==> src/inc/cec_map.vh <==
`ifndef CEC_MAP_VH
`define CEC_MAP_VH

// Counter and match widths
`define CEC_STAGE_W      8
`define CEC_COUNT_W      16
// Reset values
`define CEC_COUNT_RST    16'h0000
`define CEC_STAGE_RST    8'h00
// Synchroniser depth before edge detection
`define CEC_SYNC_STAGES  2
// Idle level of the event pin, loaded into the synchroniser at reset
`define CEC_PIN_IDLE     1'b1

`endif

==> src/rtl/cec_event_counter.v <==
// Operation
// - Count one per falling event pin edge
// - Two 8-bit stages chained as 16-bit
// - Running match raises irq, clears counter
// - After clear, keep counting from zero
// - Match registers unbuffered, take effect immediately
`timescale 1ns/10ps
`default_nettype none
`include "cec_map.vh"

// One flip-flop with a chosen reset level
module cec_flop #(
  parameter [0:0] RESET_VALUE = 1'b0
) (
  input  wire i_core_clk,
  input  wire i_reset,
  input  wire i_d,
  output wire o_q
);

  reg value_q;

  assign o_q = value_q;

  always @(posedge i_core_clk or posedge i_reset) begin
    if (i_reset) begin
      value_q <= RESET_VALUE;
    end else begin
      value_q <= i_d;
    end
  end

endmodule

module cec_stage #(
  parameter WIDTH = `CEC_STAGE_W
) (
  input  wire             i_core_clk,
  input  wire             i_reset,
  input  wire             i_clear,
  input  wire             i_step,
  output wire [WIDTH-1:0] o_value,
  output wire             o_wrap
);

  reg  [WIDTH-1:0] value_q;
  reg  [WIDTH-1:0] value_d;

  assign o_value = value_q;
  // All ones: the next step rolls this stage over
  assign o_wrap  = &value_q;

  // Clear wins over a step arriving in the same cycle
  always @* begin
    value_d = value_q;
    if (i_clear) begin
      value_d = {WIDTH{1'b0}};
    end else if (i_step) begin
      value_d = value_q + {{(WIDTH-1){1'b0}}, 1'b1};
    end
  end

  always @(posedge i_core_clk or posedge i_reset) begin
    if (i_reset) begin
      value_q <= {WIDTH{1'b0}};
    end else begin
      value_q <= value_d;
    end
  end

endmodule

module cec_event_counter (
  input  wire                     i_core_clk,
  input  wire                     i_reset,
  input  wire                     i_event_count_pin,
  input  wire [`CEC_STAGE_W-1:0]  i_match_value_low,
  input  wire [`CEC_STAGE_W-1:0]  i_match_value_high,
  input  wire                     i_upper_stage_run,
  output reg                      o_cascade_match_irq,
  output wire [`CEC_COUNT_W-1:0]  o_count
);

  // Latency: a pin fall shows in o_count three clocks later
  // (two synchroniser flops, then the counter; the edge compare is combinational).
  // The count is compared with the match value on every clock
  // while running, so a match clears it one cycle after reaching it.
  // A match value of zero with the run bit set fires every clock,
  // since the counter sits at zero and keeps matching.
  // Dropping the run bit clears both stages.

  // Pin synchroniser and falling edge detector
  wire                    sync1_q;
  wire                    sync2_q;
  wire                    prev_q;

  // Control decode
  reg                     fall_edge;
  reg                     match_hit;
  reg                     clear_req;
  reg                     step_req;
  reg                     irq_d;

  // Stage outputs and the assembled values
  wire [`CEC_STAGE_W-1:0] low_value;
  wire [`CEC_STAGE_W-1:0] high_value;
  wire                    low_wrap;
  wire                    high_step;
  wire [`CEC_COUNT_W-1:0] count_value;
  wire [`CEC_COUNT_W-1:0] match_value;

  // Pin is asynchronous; idle high at reset, so a pin held low out of reset counts as one edge
  cec_flop #(
    .RESET_VALUE (`CEC_PIN_IDLE)
  ) i_sync1 (
    .i_core_clk  (i_core_clk),
    .i_reset     (i_reset),
    .i_d         (i_event_count_pin),
    .o_q         (sync1_q)
  );

  // Second flop, the only reader of the first
  cec_flop #(
    .RESET_VALUE (`CEC_PIN_IDLE)
  ) i_sync2 (
    .i_core_clk  (i_core_clk),
    .i_reset     (i_reset),
    .i_d         (sync1_q),
    .o_q         (sync2_q)
  );

  // Previous synchronised level for the edge detector
  cec_flop #(
    .RESET_VALUE (`CEC_PIN_IDLE)
  ) i_prev (
    .i_core_clk  (i_core_clk),
    .i_reset     (i_reset),
    .i_d         (sync2_q),
    .o_q         (prev_q)
  );

  // Match value is used live, with no shadow copy
  assign match_value = {i_match_value_high, i_match_value_low};

  always @* begin
    fall_edge = prev_q & ~sync2_q;
  end

  always @* begin
    match_hit = (count_value == match_value);
  end

  // Run low or a match clears both stages
  always @* begin
    clear_req = 1'b0;
    if (!i_upper_stage_run) begin
      clear_req = 1'b1;
    end else if (match_hit) begin
      clear_req = 1'b1;
    end
  end

  // An edge that lands in the clearing cycle is dropped
  always @* begin
    step_req = 1'b0;
    if (i_upper_stage_run && !match_hit && fall_edge) begin
      step_req = 1'b1;
    end
  end

  always @* begin
    irq_d = 1'b0;
    if (i_upper_stage_run && match_hit) begin
      irq_d = 1'b1;
    end
  end

  // Upper stage steps only when the lower one rolls over
  assign high_step = step_req & low_wrap;

  // Lower stage counts every accepted edge
  cec_stage #(
    .WIDTH      (`CEC_STAGE_W)
  ) i_low_stage (
    .i_core_clk (i_core_clk),
    .i_reset    (i_reset),
    .i_clear    (clear_req),
    .i_step     (step_req),
    .o_value    (low_value),
    .o_wrap     (low_wrap)
  );

  cec_stage #(
    .WIDTH      (`CEC_STAGE_W)
  ) i_high_stage (
    .i_core_clk (i_core_clk),
    .i_reset    (i_reset),
    .i_clear    (clear_req),
    .i_step     (high_step),
    .o_value    (high_value),
    .o_wrap     ()
  );

  // Count is {upper, lower}
  assign count_value = {high_value, low_value};
  assign o_count     = count_value;

  // The match pulse is registered and lasts one cycle unless the match value is zero
  always @(posedge i_core_clk or posedge i_reset) begin
    if (i_reset) begin
      o_cascade_match_irq <= 1'b0;
    end else begin
      o_cascade_match_irq <= irq_d;
    end
  end

endmodule
`default_nettype wire

==> config.mk <==
export PLATFORM = sky130hd
export DESIGN_NAME = cec_event_counter
export DESIGN_NICKNAME = d
export VERILOG_FILES = /design/src/rtl/cec_event_counter.v
export VERILOG_INCLUDE_DIRS = /design/src /design/src/inc
export SDC_FILE = /design/constraint.sdc
export NUM_CORES = 1
export LEC_CHECK = 0
export ABC_CLOCK_PERIOD_IN_PS = 3600
export BUFFER_PORTS_ARGS = -buffer_cell sky130_fd_sc_hd__buf_2
export CORE_MARGIN = 8
export CORE_UTILIZATION = 53
export CTS_CLUSTER_SIZE = 8
export DETAILED_ROUTE_END_ITERATION = 10
export PLACE_DENSITY = 0.83
export SYNTH_ARGS = -nofsm -noshare
export SYNTH_HDL_FRONTEND = slang
export SYNTH_HIERARCHICAL = 1
export SYNTH_SLANG_ARGS = --single-unit
export TNS_END_PERCENT = 30
==> constraint.sdc <==
create_clock -name i_core_clk -period 3.6 [get_ports i_core_clk]
set_input_delay 0.9 -clock i_core_clk [delete_from_list [all_inputs] [get_ports i_core_clk]]
set_output_delay 0.9 -clock i_core_clk [all_outputs]
set_load 0.1 [all_outputs]
**Word level (Yosys, flattened, before mapping)**

Index checks and enable logic that the tools add are counted.

- Register bits: 20
- Bits in latches: 0
- Bits in writable memories: 0
- Memory bits (read-only): 0
- Output and inout bits: 17
- Memories: 0

- $add $sub $neg: 2
- Multiply operators: 0
- Div/mod/pow operators: 0
- Magnitude comparators: 0
- Equality and inequality tests: 1
- Shifts and indexed selects: 0
- Muxes and demuxes: 8
- Bitwise gates (word level): 3
- Reduce and logical (&&, ||, !) cells: 7

Operators by type and width:

| operator | count |
|---|---|
| $mux W8 | 4 |
| $add A8 B1 Y8 const B | 2 |
| $eq A16 B16 Y1 | 1 |
| $reduce_and A8 Y1 | 1 |
| $mux W1 | 4 |
| $reduce_bool A2 Y1 | 2 |
| $logic_and A1 B1 Y1 | 3 |
| $and A1 B1 Y1 | 2 |
| $logic_not A1 Y1 | 1 |
| $not A1 Y1 | 1 |

**Logic depth before layout (Yosys ltp)**

Gate-level depths: netlist of run 1.

- Word-level depth: 8
- Gate-level depth with buffers: 9

**Hierarchy**

The synthesis of run 1 kept the hierarchy.

Modules (own cells, without submodules):

| module | instances | cells an instance | area each (µm²) | sequential area each (µm²) |
|---|---|---|---|---|
| cec_stage | 2 | 40 | 391.6 | 200.2 |
| cec_event_counter | 1 | 30 | 252.7 | 25.0 |
| cec_flop | 3 | 2 | 30.0 | 26.3 |

**Worst setup path before layout of run 1**

OpenSTA, ideal clock, no wires.

- Kind: reg2reg
- From: register i_low_stage.value_q[0] (netlist: i_low_stage/o_value[0])
- To: register i_high_stage.value_q[5] (netlist: i_high_stage/o_value[5])
- Library setup time: 78 ps
- Arrival: 2450 ps
- Data required time: 3522 ps
- Slack: 1072 ps
- Stages on the path, launching flop included: 10
- Buffers on the path: 1
- Clock period less this slack: 2528 ps
- Cell sequence: dfrtp_1 > ha_1 > nand3_1 > nor2_1 > nand3_1 > nor2_1 > buf_4 > nand4_2 > or3_1 > a21oi_1

- Elaborated cells between the ends (all ways): 11
- Those cells by class: 1 x eq/ne; 4 x mux; 1 x bitwise; 5 x reduce/logical

RTL lines:

| what | RTL line | RTL |
|---|---|---|
| start: declaration | cec_event_counter.v:46 | `reg [WIDTH-1:0] value_q;` |
| start signal: assignment | cec_event_counter.v:65 | `value_q <= {WIDTH{1'b0}};` |
| start signal: assignment | cec_event_counter.v:67 | `value_q <= value_d;` |
| $reduce_and A8 Y1 | cec_event_counter.v:51 | `assign o_wrap = &value_q;` |
| via low_wrap | cec_event_counter.v:107 | `wire low_wrap;` |
| $and A1 B1 Y1 | cec_event_counter.v:179 | `assign high_step = step_req & low_wrap;` |
| via high_step | cec_event_counter.v:108 | `wire high_step;` |
| $reduce_bool A2 Y1 (no source line) | -- |  |
| end signal: assignment | cec_event_counter.v:65 |  |
| end signal: assignment | cec_event_counter.v:67 |  |
| end: declaration | cec_event_counter.v:46 |  |

The timed path passes the listed nets, and every way through them passes these cells.
A chain may end at the register's enable or synchronous reset.

**Final worst setup path of run 1**

- From: input port i_match_value_low[1]
- To: register i_high_stage.value_q[7] (netlist: i_high_stage/o_value[7])

- Cells in the longest elaborated chain, start to end: 7
- Elaborated cells between the ends (all ways): 10
- Those cells by class: 1 x eq/ne; 4 x mux; 1 x bitwise; 4 x reduce/logical

Ends and longest elaborated chain:

| what | RTL line | RTL |
|---|---|---|
| start: declaration | cec_event_counter.v:77 | `` input wire [`CEC_STAGE_W-1:0] i_match_value_low, `` |
| $eq A16 B16 Y1 | cec_event_counter.v:150 | `match_hit = (count_value == match_value);` |
| $logic_not A1 Y1 | cec_event_counter.v:166 | `if (i_upper_stage_run && !match_hit && fall_edge) begin` |
| $logic_and A1 B1 Y1 (2 in series) | cec_event_counter.v:166 |  |
| $mux W1 | cec_event_counter.v:166 |  |
| $and A1 B1 Y1 | cec_event_counter.v:179 |  |
| via high_step | cec_event_counter.v:108 |  |
| $reduce_bool A2 Y1 (no source line) | -- |  |

The timed path passes the listed nets, and every way through them passes these cells.

==> impl_results.md, run 1 <==
- Setup Skew: 17.3 ps
- Utilization after layout: 0.687
- Post-CTS setup buffers: 0
- CTS buffer count: 3
- Synth warn: 6
- Initial DRC Count: 16
- Most common cell after layout, fill and taps aside: buf_2
- Fmax: 418 MHz
- Pint: 0.356 mW
- DP HPWL: 2160 µm
- Layout cells sized above 1: 0.313
- Path type of the worst min-delay path: flop to flop
- Later-pin clock latency in the skew report: 320 ps
- Initial antenna violation count: 0
- Status: complete, no violations
- Worst-path clk slew: 130 ps
- Worst EP arrival: 2640 ps
- Slew headroom: 0.640
- CP top delay family: simple AND/OR/NAND/NOR gates
- Syn avg cell area: 9.80 µm²
- Die X: 61.9 µm
- Seq pwr share: 0.503
- Worst path slowest cell: nor2_1
- Period utilisation layout: 0.665
- Worst ir drop on vdd: 0.443 mV
- Global-route wire length before repair: 4610 µm
- Row count: 16
- Clock power share: 0.407
- RePlAce Congestion: 0.797
- Htree depth: 1
- Clock tree sinks: 20
- Post-cts resize count: 0
- 1st-pass router iterations: 4
- Syn_nets: 136
- Largest net degree at the start of global routing: 17
- DR DRC count: 0
- Die H: 61.9 µm
- Layout overhead on the synthesized area: 21.8%
- Root Driver: clkbuf_4
- PwrDens: 337 nW/µm²
- Max-cap violations: 0
- DRT Wirelength: 2820 µm
- Synth Instances: 114
- Critical path class: primary input to flop
- CTS tree: built
- Remaining antenna violation count: 0
- Hold buffers post-CTS: 0
- Commonest non-fill, non-tap cells in the layout: buf_2 (36), xor2_1 (22), dfrtp_1 (17)
- CP Data Required Time: 3840 ps
- Worst setup SP type: primary input
- Placed cell count: 173
- Total GRT Usage: 0.162
- Crit. End Element: flop
- Syn Std Cell Area: 1120 µm²
- Core area: 1980 µm²
- Fin nets: 173
- Top-level port count: 37
- RSZ-0062 raised after global routing: no
- Initial Util: 0.564
- Combinational power share: 0.089
- Fin. Hold Viols: 0
- Sw frac: 0.223
- # setup viols final: 0
- Leakage: 0.716 nW
- Fin. max-slew vios: 0
- Post-layout minimum cycle time: 2390 ps
- Diodes inserted: 0
- Cell Chain, Critical Path: buf_2 -> xor2_1 -> nor4_1 -> and4_1 -> nor2_1 -> nand4_2 -> or3_1 -> a21oi_1
- Die area: 3830 µm²
- Largest stage delay on the critical path: 400 ps
- Clock buffer depth: 2
- Sw power: 0.102 mW
- Max FO, Critical Path: 6
- Non-filler cells, final: 177
- Number of port buffers: 36
- Drt via density: 5.40
- Routed vias: 956
- Grt ovf: 0
- Vias in the first global route: 1011
- TNS Setup: 0 ps
- Worst Max-Slew Pin Slew: 538 ps
- Avg WL per Cell: 15.9 µm
- Critical path buffers and inverters: 1
## through the flow
stage               cell area (µm²)  setup WS (ps)  power [mW]  hold WS, ps
floorplan                      1120           1070       0.259          345
global placement               1310           1010       0.275          351
detailed placement             1310            900       0.276          355
CTS                            1360           1220       0.461          374
global route                   1360           1070       0.474          376
finish                         1360           1210       0.458          370
## registers in the layout (all words and copies together) (netlist names)
name                  count
i_high_stage/o_value      8
i_prev/o_q                1
i_sync2/o_q               1
i_sync1/o_q               1
o_cascade_match_irq       1
i_low_stage/o_value       8
## worst paths after layout
kind | from | endpoint | slack [ps] | depth (start not counted)
max reg2reg | i_low_stage/o_value[0] | i_high_stage/o_value[7] | 1360 | 8
min in group asynchronous | i_reset | o_cascade_match_irq | 430 | 2
max | i_match_value_low[1] | i_high_stage/o_value[7] | 1210 | 8
min reg2reg | i_sync1/o_q | i_sync2/o_q | 370 | 0
min | i_sync1/o_q | i_sync2/o_q | 370 | 0
max in group asynchronous | i_reset | i_low_stage/o_value[3] | 2790 | 2
## power by group through the flow
| stage | clock network, mW | registers, mW | logic (mW) |
|---|---|---|---|
| 6_report | 0.187 | 0.231 | 0.0409 |
| 5_1_grt | 0.198 | 0.231 | 0.0453 |
| 4_1_cts | 0.188 | 0.231 | 0.0417 |
| 3_5_place_dp | 0 | 0.235 | 0.0414 |
| 3_3_place_gp | 0 | 0.235 | 0.0401 |
| 2_1_floorplan | 0 | 0.240 | 0.0187 |
## per-layer routing
layer  global-route usage  part of all wire  vias to the layer above
met1                0.190              0.40                      461
met3               0.0329             0.050                        7
met2                0.278              0.53                       27
li1                     -                 -                      461
met5                    0                 0                        -
met4               0.0682             0.016                        0
## final cells by class
cell class                 count  area (µm²)
inverter                       6        22.5
clock inverter                 1        30.0
clock buffer                   3        22.5
sequential                    20         504
timing repair buffer          36         180
tap                           27        33.8
multi-input combinational     84         568
fill                         153         621
Power figures use the tool's default switching activity.
==> inputs of run 2 (changes only) <==
Settings changed: ABC_AREA from default to 1, ABC_CLOCK_PERIOD_IN_PS 3600 to 2400, CORE_UTILIZATION 53 to 52, PLACE_DENSITY 0.83 to 0.79.
Clock period 3.6 ns to 2.4 ns, I/O delays scaled along.
==> run 2 against run 1 <==
  * Non-clock buffer count is 1 higher
  * Via count grew 40%
  * Sequential power increased by 50%
  * Flip-flop and latch count did not move
  * Sequential share of layout area decreased by 5.5 points
  * Synthesized cell count rose by 84%
  * Worst hold slack worse by 190 ps
  * Cell area increased by 19%
  * Combinational power rose by 100%
  * Cell count increased by 59%
  * Setup slack got worse by 730 ps
  * Clock skew fell by 3.8 ps
  * Critical endpoint is now i_low_stage/o_value[7]
==> impl_results.md, run 2 <==
- Worst ir drop on vdd: 0.268 mV
- CP Data Required Time: 2610 ps
- Total GRT Usage: 0.142
- Status: complete, no violations
- RePlAce Congestion: 0.864
- Layout overhead on the synthesized area: 18.9%
- Post-CTS setup buffers: 0
- Vias in the first global route: 1254
- Avg WL per Cell: 10.3 µm
- Fin. max-slew vios: 0
- Reg-to-Reg Start: i_high_stage/o_value[6]
- Synth Instances: 210
- Synth warn: 6
- DR DRC count: 0
- Drt via density: 4.76
- Die X: 67.1 µm
- Die H: 67.1 µm
- Worst path slowest cell: dfrtp_1
- Post-cts resize count: 0
- Max FO, Critical Path: 8
- Layout cells sized above 1: 0.243
- Worst setup SP type: flop
- 1st-pass router iterations: 5
- Core area: 2480 µm²
- Diodes inserted: 0
- DP HPWL: 2400 µm
- FF-to-FF End: i_low_stage/o_value[7]
- Syn Std Cell Area: 1360 µm²
- Max-cap violations: 0
- Global-route wire length before repair: 5150 µm
- Critical path class: flop to flop
- Commonest non-fill, non-tap cells in the layout: nand2_1 (67), inv_1 (51), buf_2 (36)
- Cell Chain, Critical Path: nand2_1 -> inv_1 -> nor2_1 -> nor2_1 -> nand2_1 -> nor2_2 -> nand2_2 -> nand2_1 -> nor2_4 -> nor2_4 -> nand3b_1 -> nand2_1 -> nor2_2
- Worst Max-Slew Pin Slew: 491 ps
- Fin. Hold Viols: 0
- Path type of the worst min-delay path: primary input to asynchronous set/reset pin
- Crit. End Element: flop
- # setup viols final: 0
- Die area: 4510 µm²
- CTS tree: built
- Htree depth: 1
- Hold buffers post-CTS: 0
- Leakage: 0.960 nW
- Initial Util: 0.548
- PwrDens: 366 nW/µm²
- Syn avg cell area: 6.47 µm²
- Period utilisation layout: 0.802
- Largest stage delay on the critical path: 490 ps
- Fmax: 520 MHz
- Clock buffer depth: 2
- Syn_nets: 232
- Clock tree sinks: 20
- Initial DRC Count: 58
- Top-level port count: 37
- Fin nets: 274
- Total power: 0.592 mW
- Later-pin clock latency in the skew report: 300 ps
- Most common cell after layout, fill and taps aside: nand2_1
- Row count: 18
- Dpl ws: 198 ps
- Worst-path clk slew: 120 ps
- Grt ovf: 0
- Root Driver: clkbuf_4
- Slew headroom: 0.675
- Largest net degree at the start of global routing: 12
- Routed vias: 1337
- FF-to-FF setup slack: 480 ps
- DRT Wirelength: 2880 µm
- RSZ-0062 raised after global routing: no
- Remaining antenna violation count: 0
- Final WS setup: 475 ps
- Worst EP arrival: 2130 ps
- Setup Skew: 13.5 ps
- Number of port buffers: 36
- CP top delay family: simple AND/OR/NAND/NOR gates
- Initial antenna violation count: 0
- TNS Setup: 0 ps
- CTS buffer count: 3
- Worst reg-to-reg path cell count: 13
- Critical path buffers and inverters: 1
- Worst path depth: 13
- CP dominant cell by count: nand2_1
- Post-layout minimum cycle time: 1920 ps
## run 2: metal layers
| metal | vias to the layer above | global-route usage | share of wire |
|---|---|---|---|
| li1 | 706 | - | - |
| met2 | 35 | 0.250 | 0.47 |
| met1 | 592 | 0.170 | 0.45 |
| met5 | - | 0 | 0 |
| met3 | 4 | 0.0268 | 0.073 |
| met4 | 0 | 0.0444 | 0.0087 |
## run 2: worst max path at each step
stage	startpoint	to	slack [ps]
6_report	i_high_stage/o_value[6]	i_low_stage/o_value[7]	480
5_1_grt	i_low_stage/o_value[5]	i_low_stage/o_value[7]	220
4_1_cts	i_high_stage/o_value[6]	i_low_stage/o_value[7]	430
3_5_place_dp	i_match_value_high[6]	i_low_stage/o_value[7]	200
3_3_place_gp	i_match_value_high[6]	i_high_stage/o_value[7]	270
2_1_floorplan	i_high_stage/o_value[6]	i_high_stage/o_value[7]	70
## run 2: where the power goes
part,leakage (nW),switching (mW),internal [mW]
combinational,0.682,0.0524,0.0294
sequential,0.262,0.00307,0.343
clock,0.0150,0.0994,0.0646
total,0.960,0.155,0.437
## run 2: worst register-to-register path, cell delays in order (launching register included)
cell and delay, ps:
dfrtp_1 490, nand2_1 80, inv_1 50, nor2_1 30
nor2_1 110, nand2_1 80, nor2_2 130, nand2_2 90
nand2_1 290, nor2_4 100, nor2_4 170, nand3b_1 90
nand2_1 80, nor2_2 40
## run 2: cell type report
class | count | area, µm²
sequential | 20 | 509
tap | 30 | 37.5
timing repair buffer | 37 | 188
fill | 242 | 862
inverter | 51 | 191
clock buffer | 4 | 26.3
multi-input combinational | 139 | 663
## run 2: per-stage QoR
stage / util / instances / hold WS [ps] / area (µm²)
after global placement: 0.641 / 277 / 346 / 1590
after CTS: 0.652 / 281 / 175 / 1620
after detailed placement: 0.641 / 277 / 348 / 1590
after global routing: 0.652 / 281 / 164 / 1620
after floorplan: - / 210 / 329 / 1360
final: 0.652 / 281 / 180 / 1620
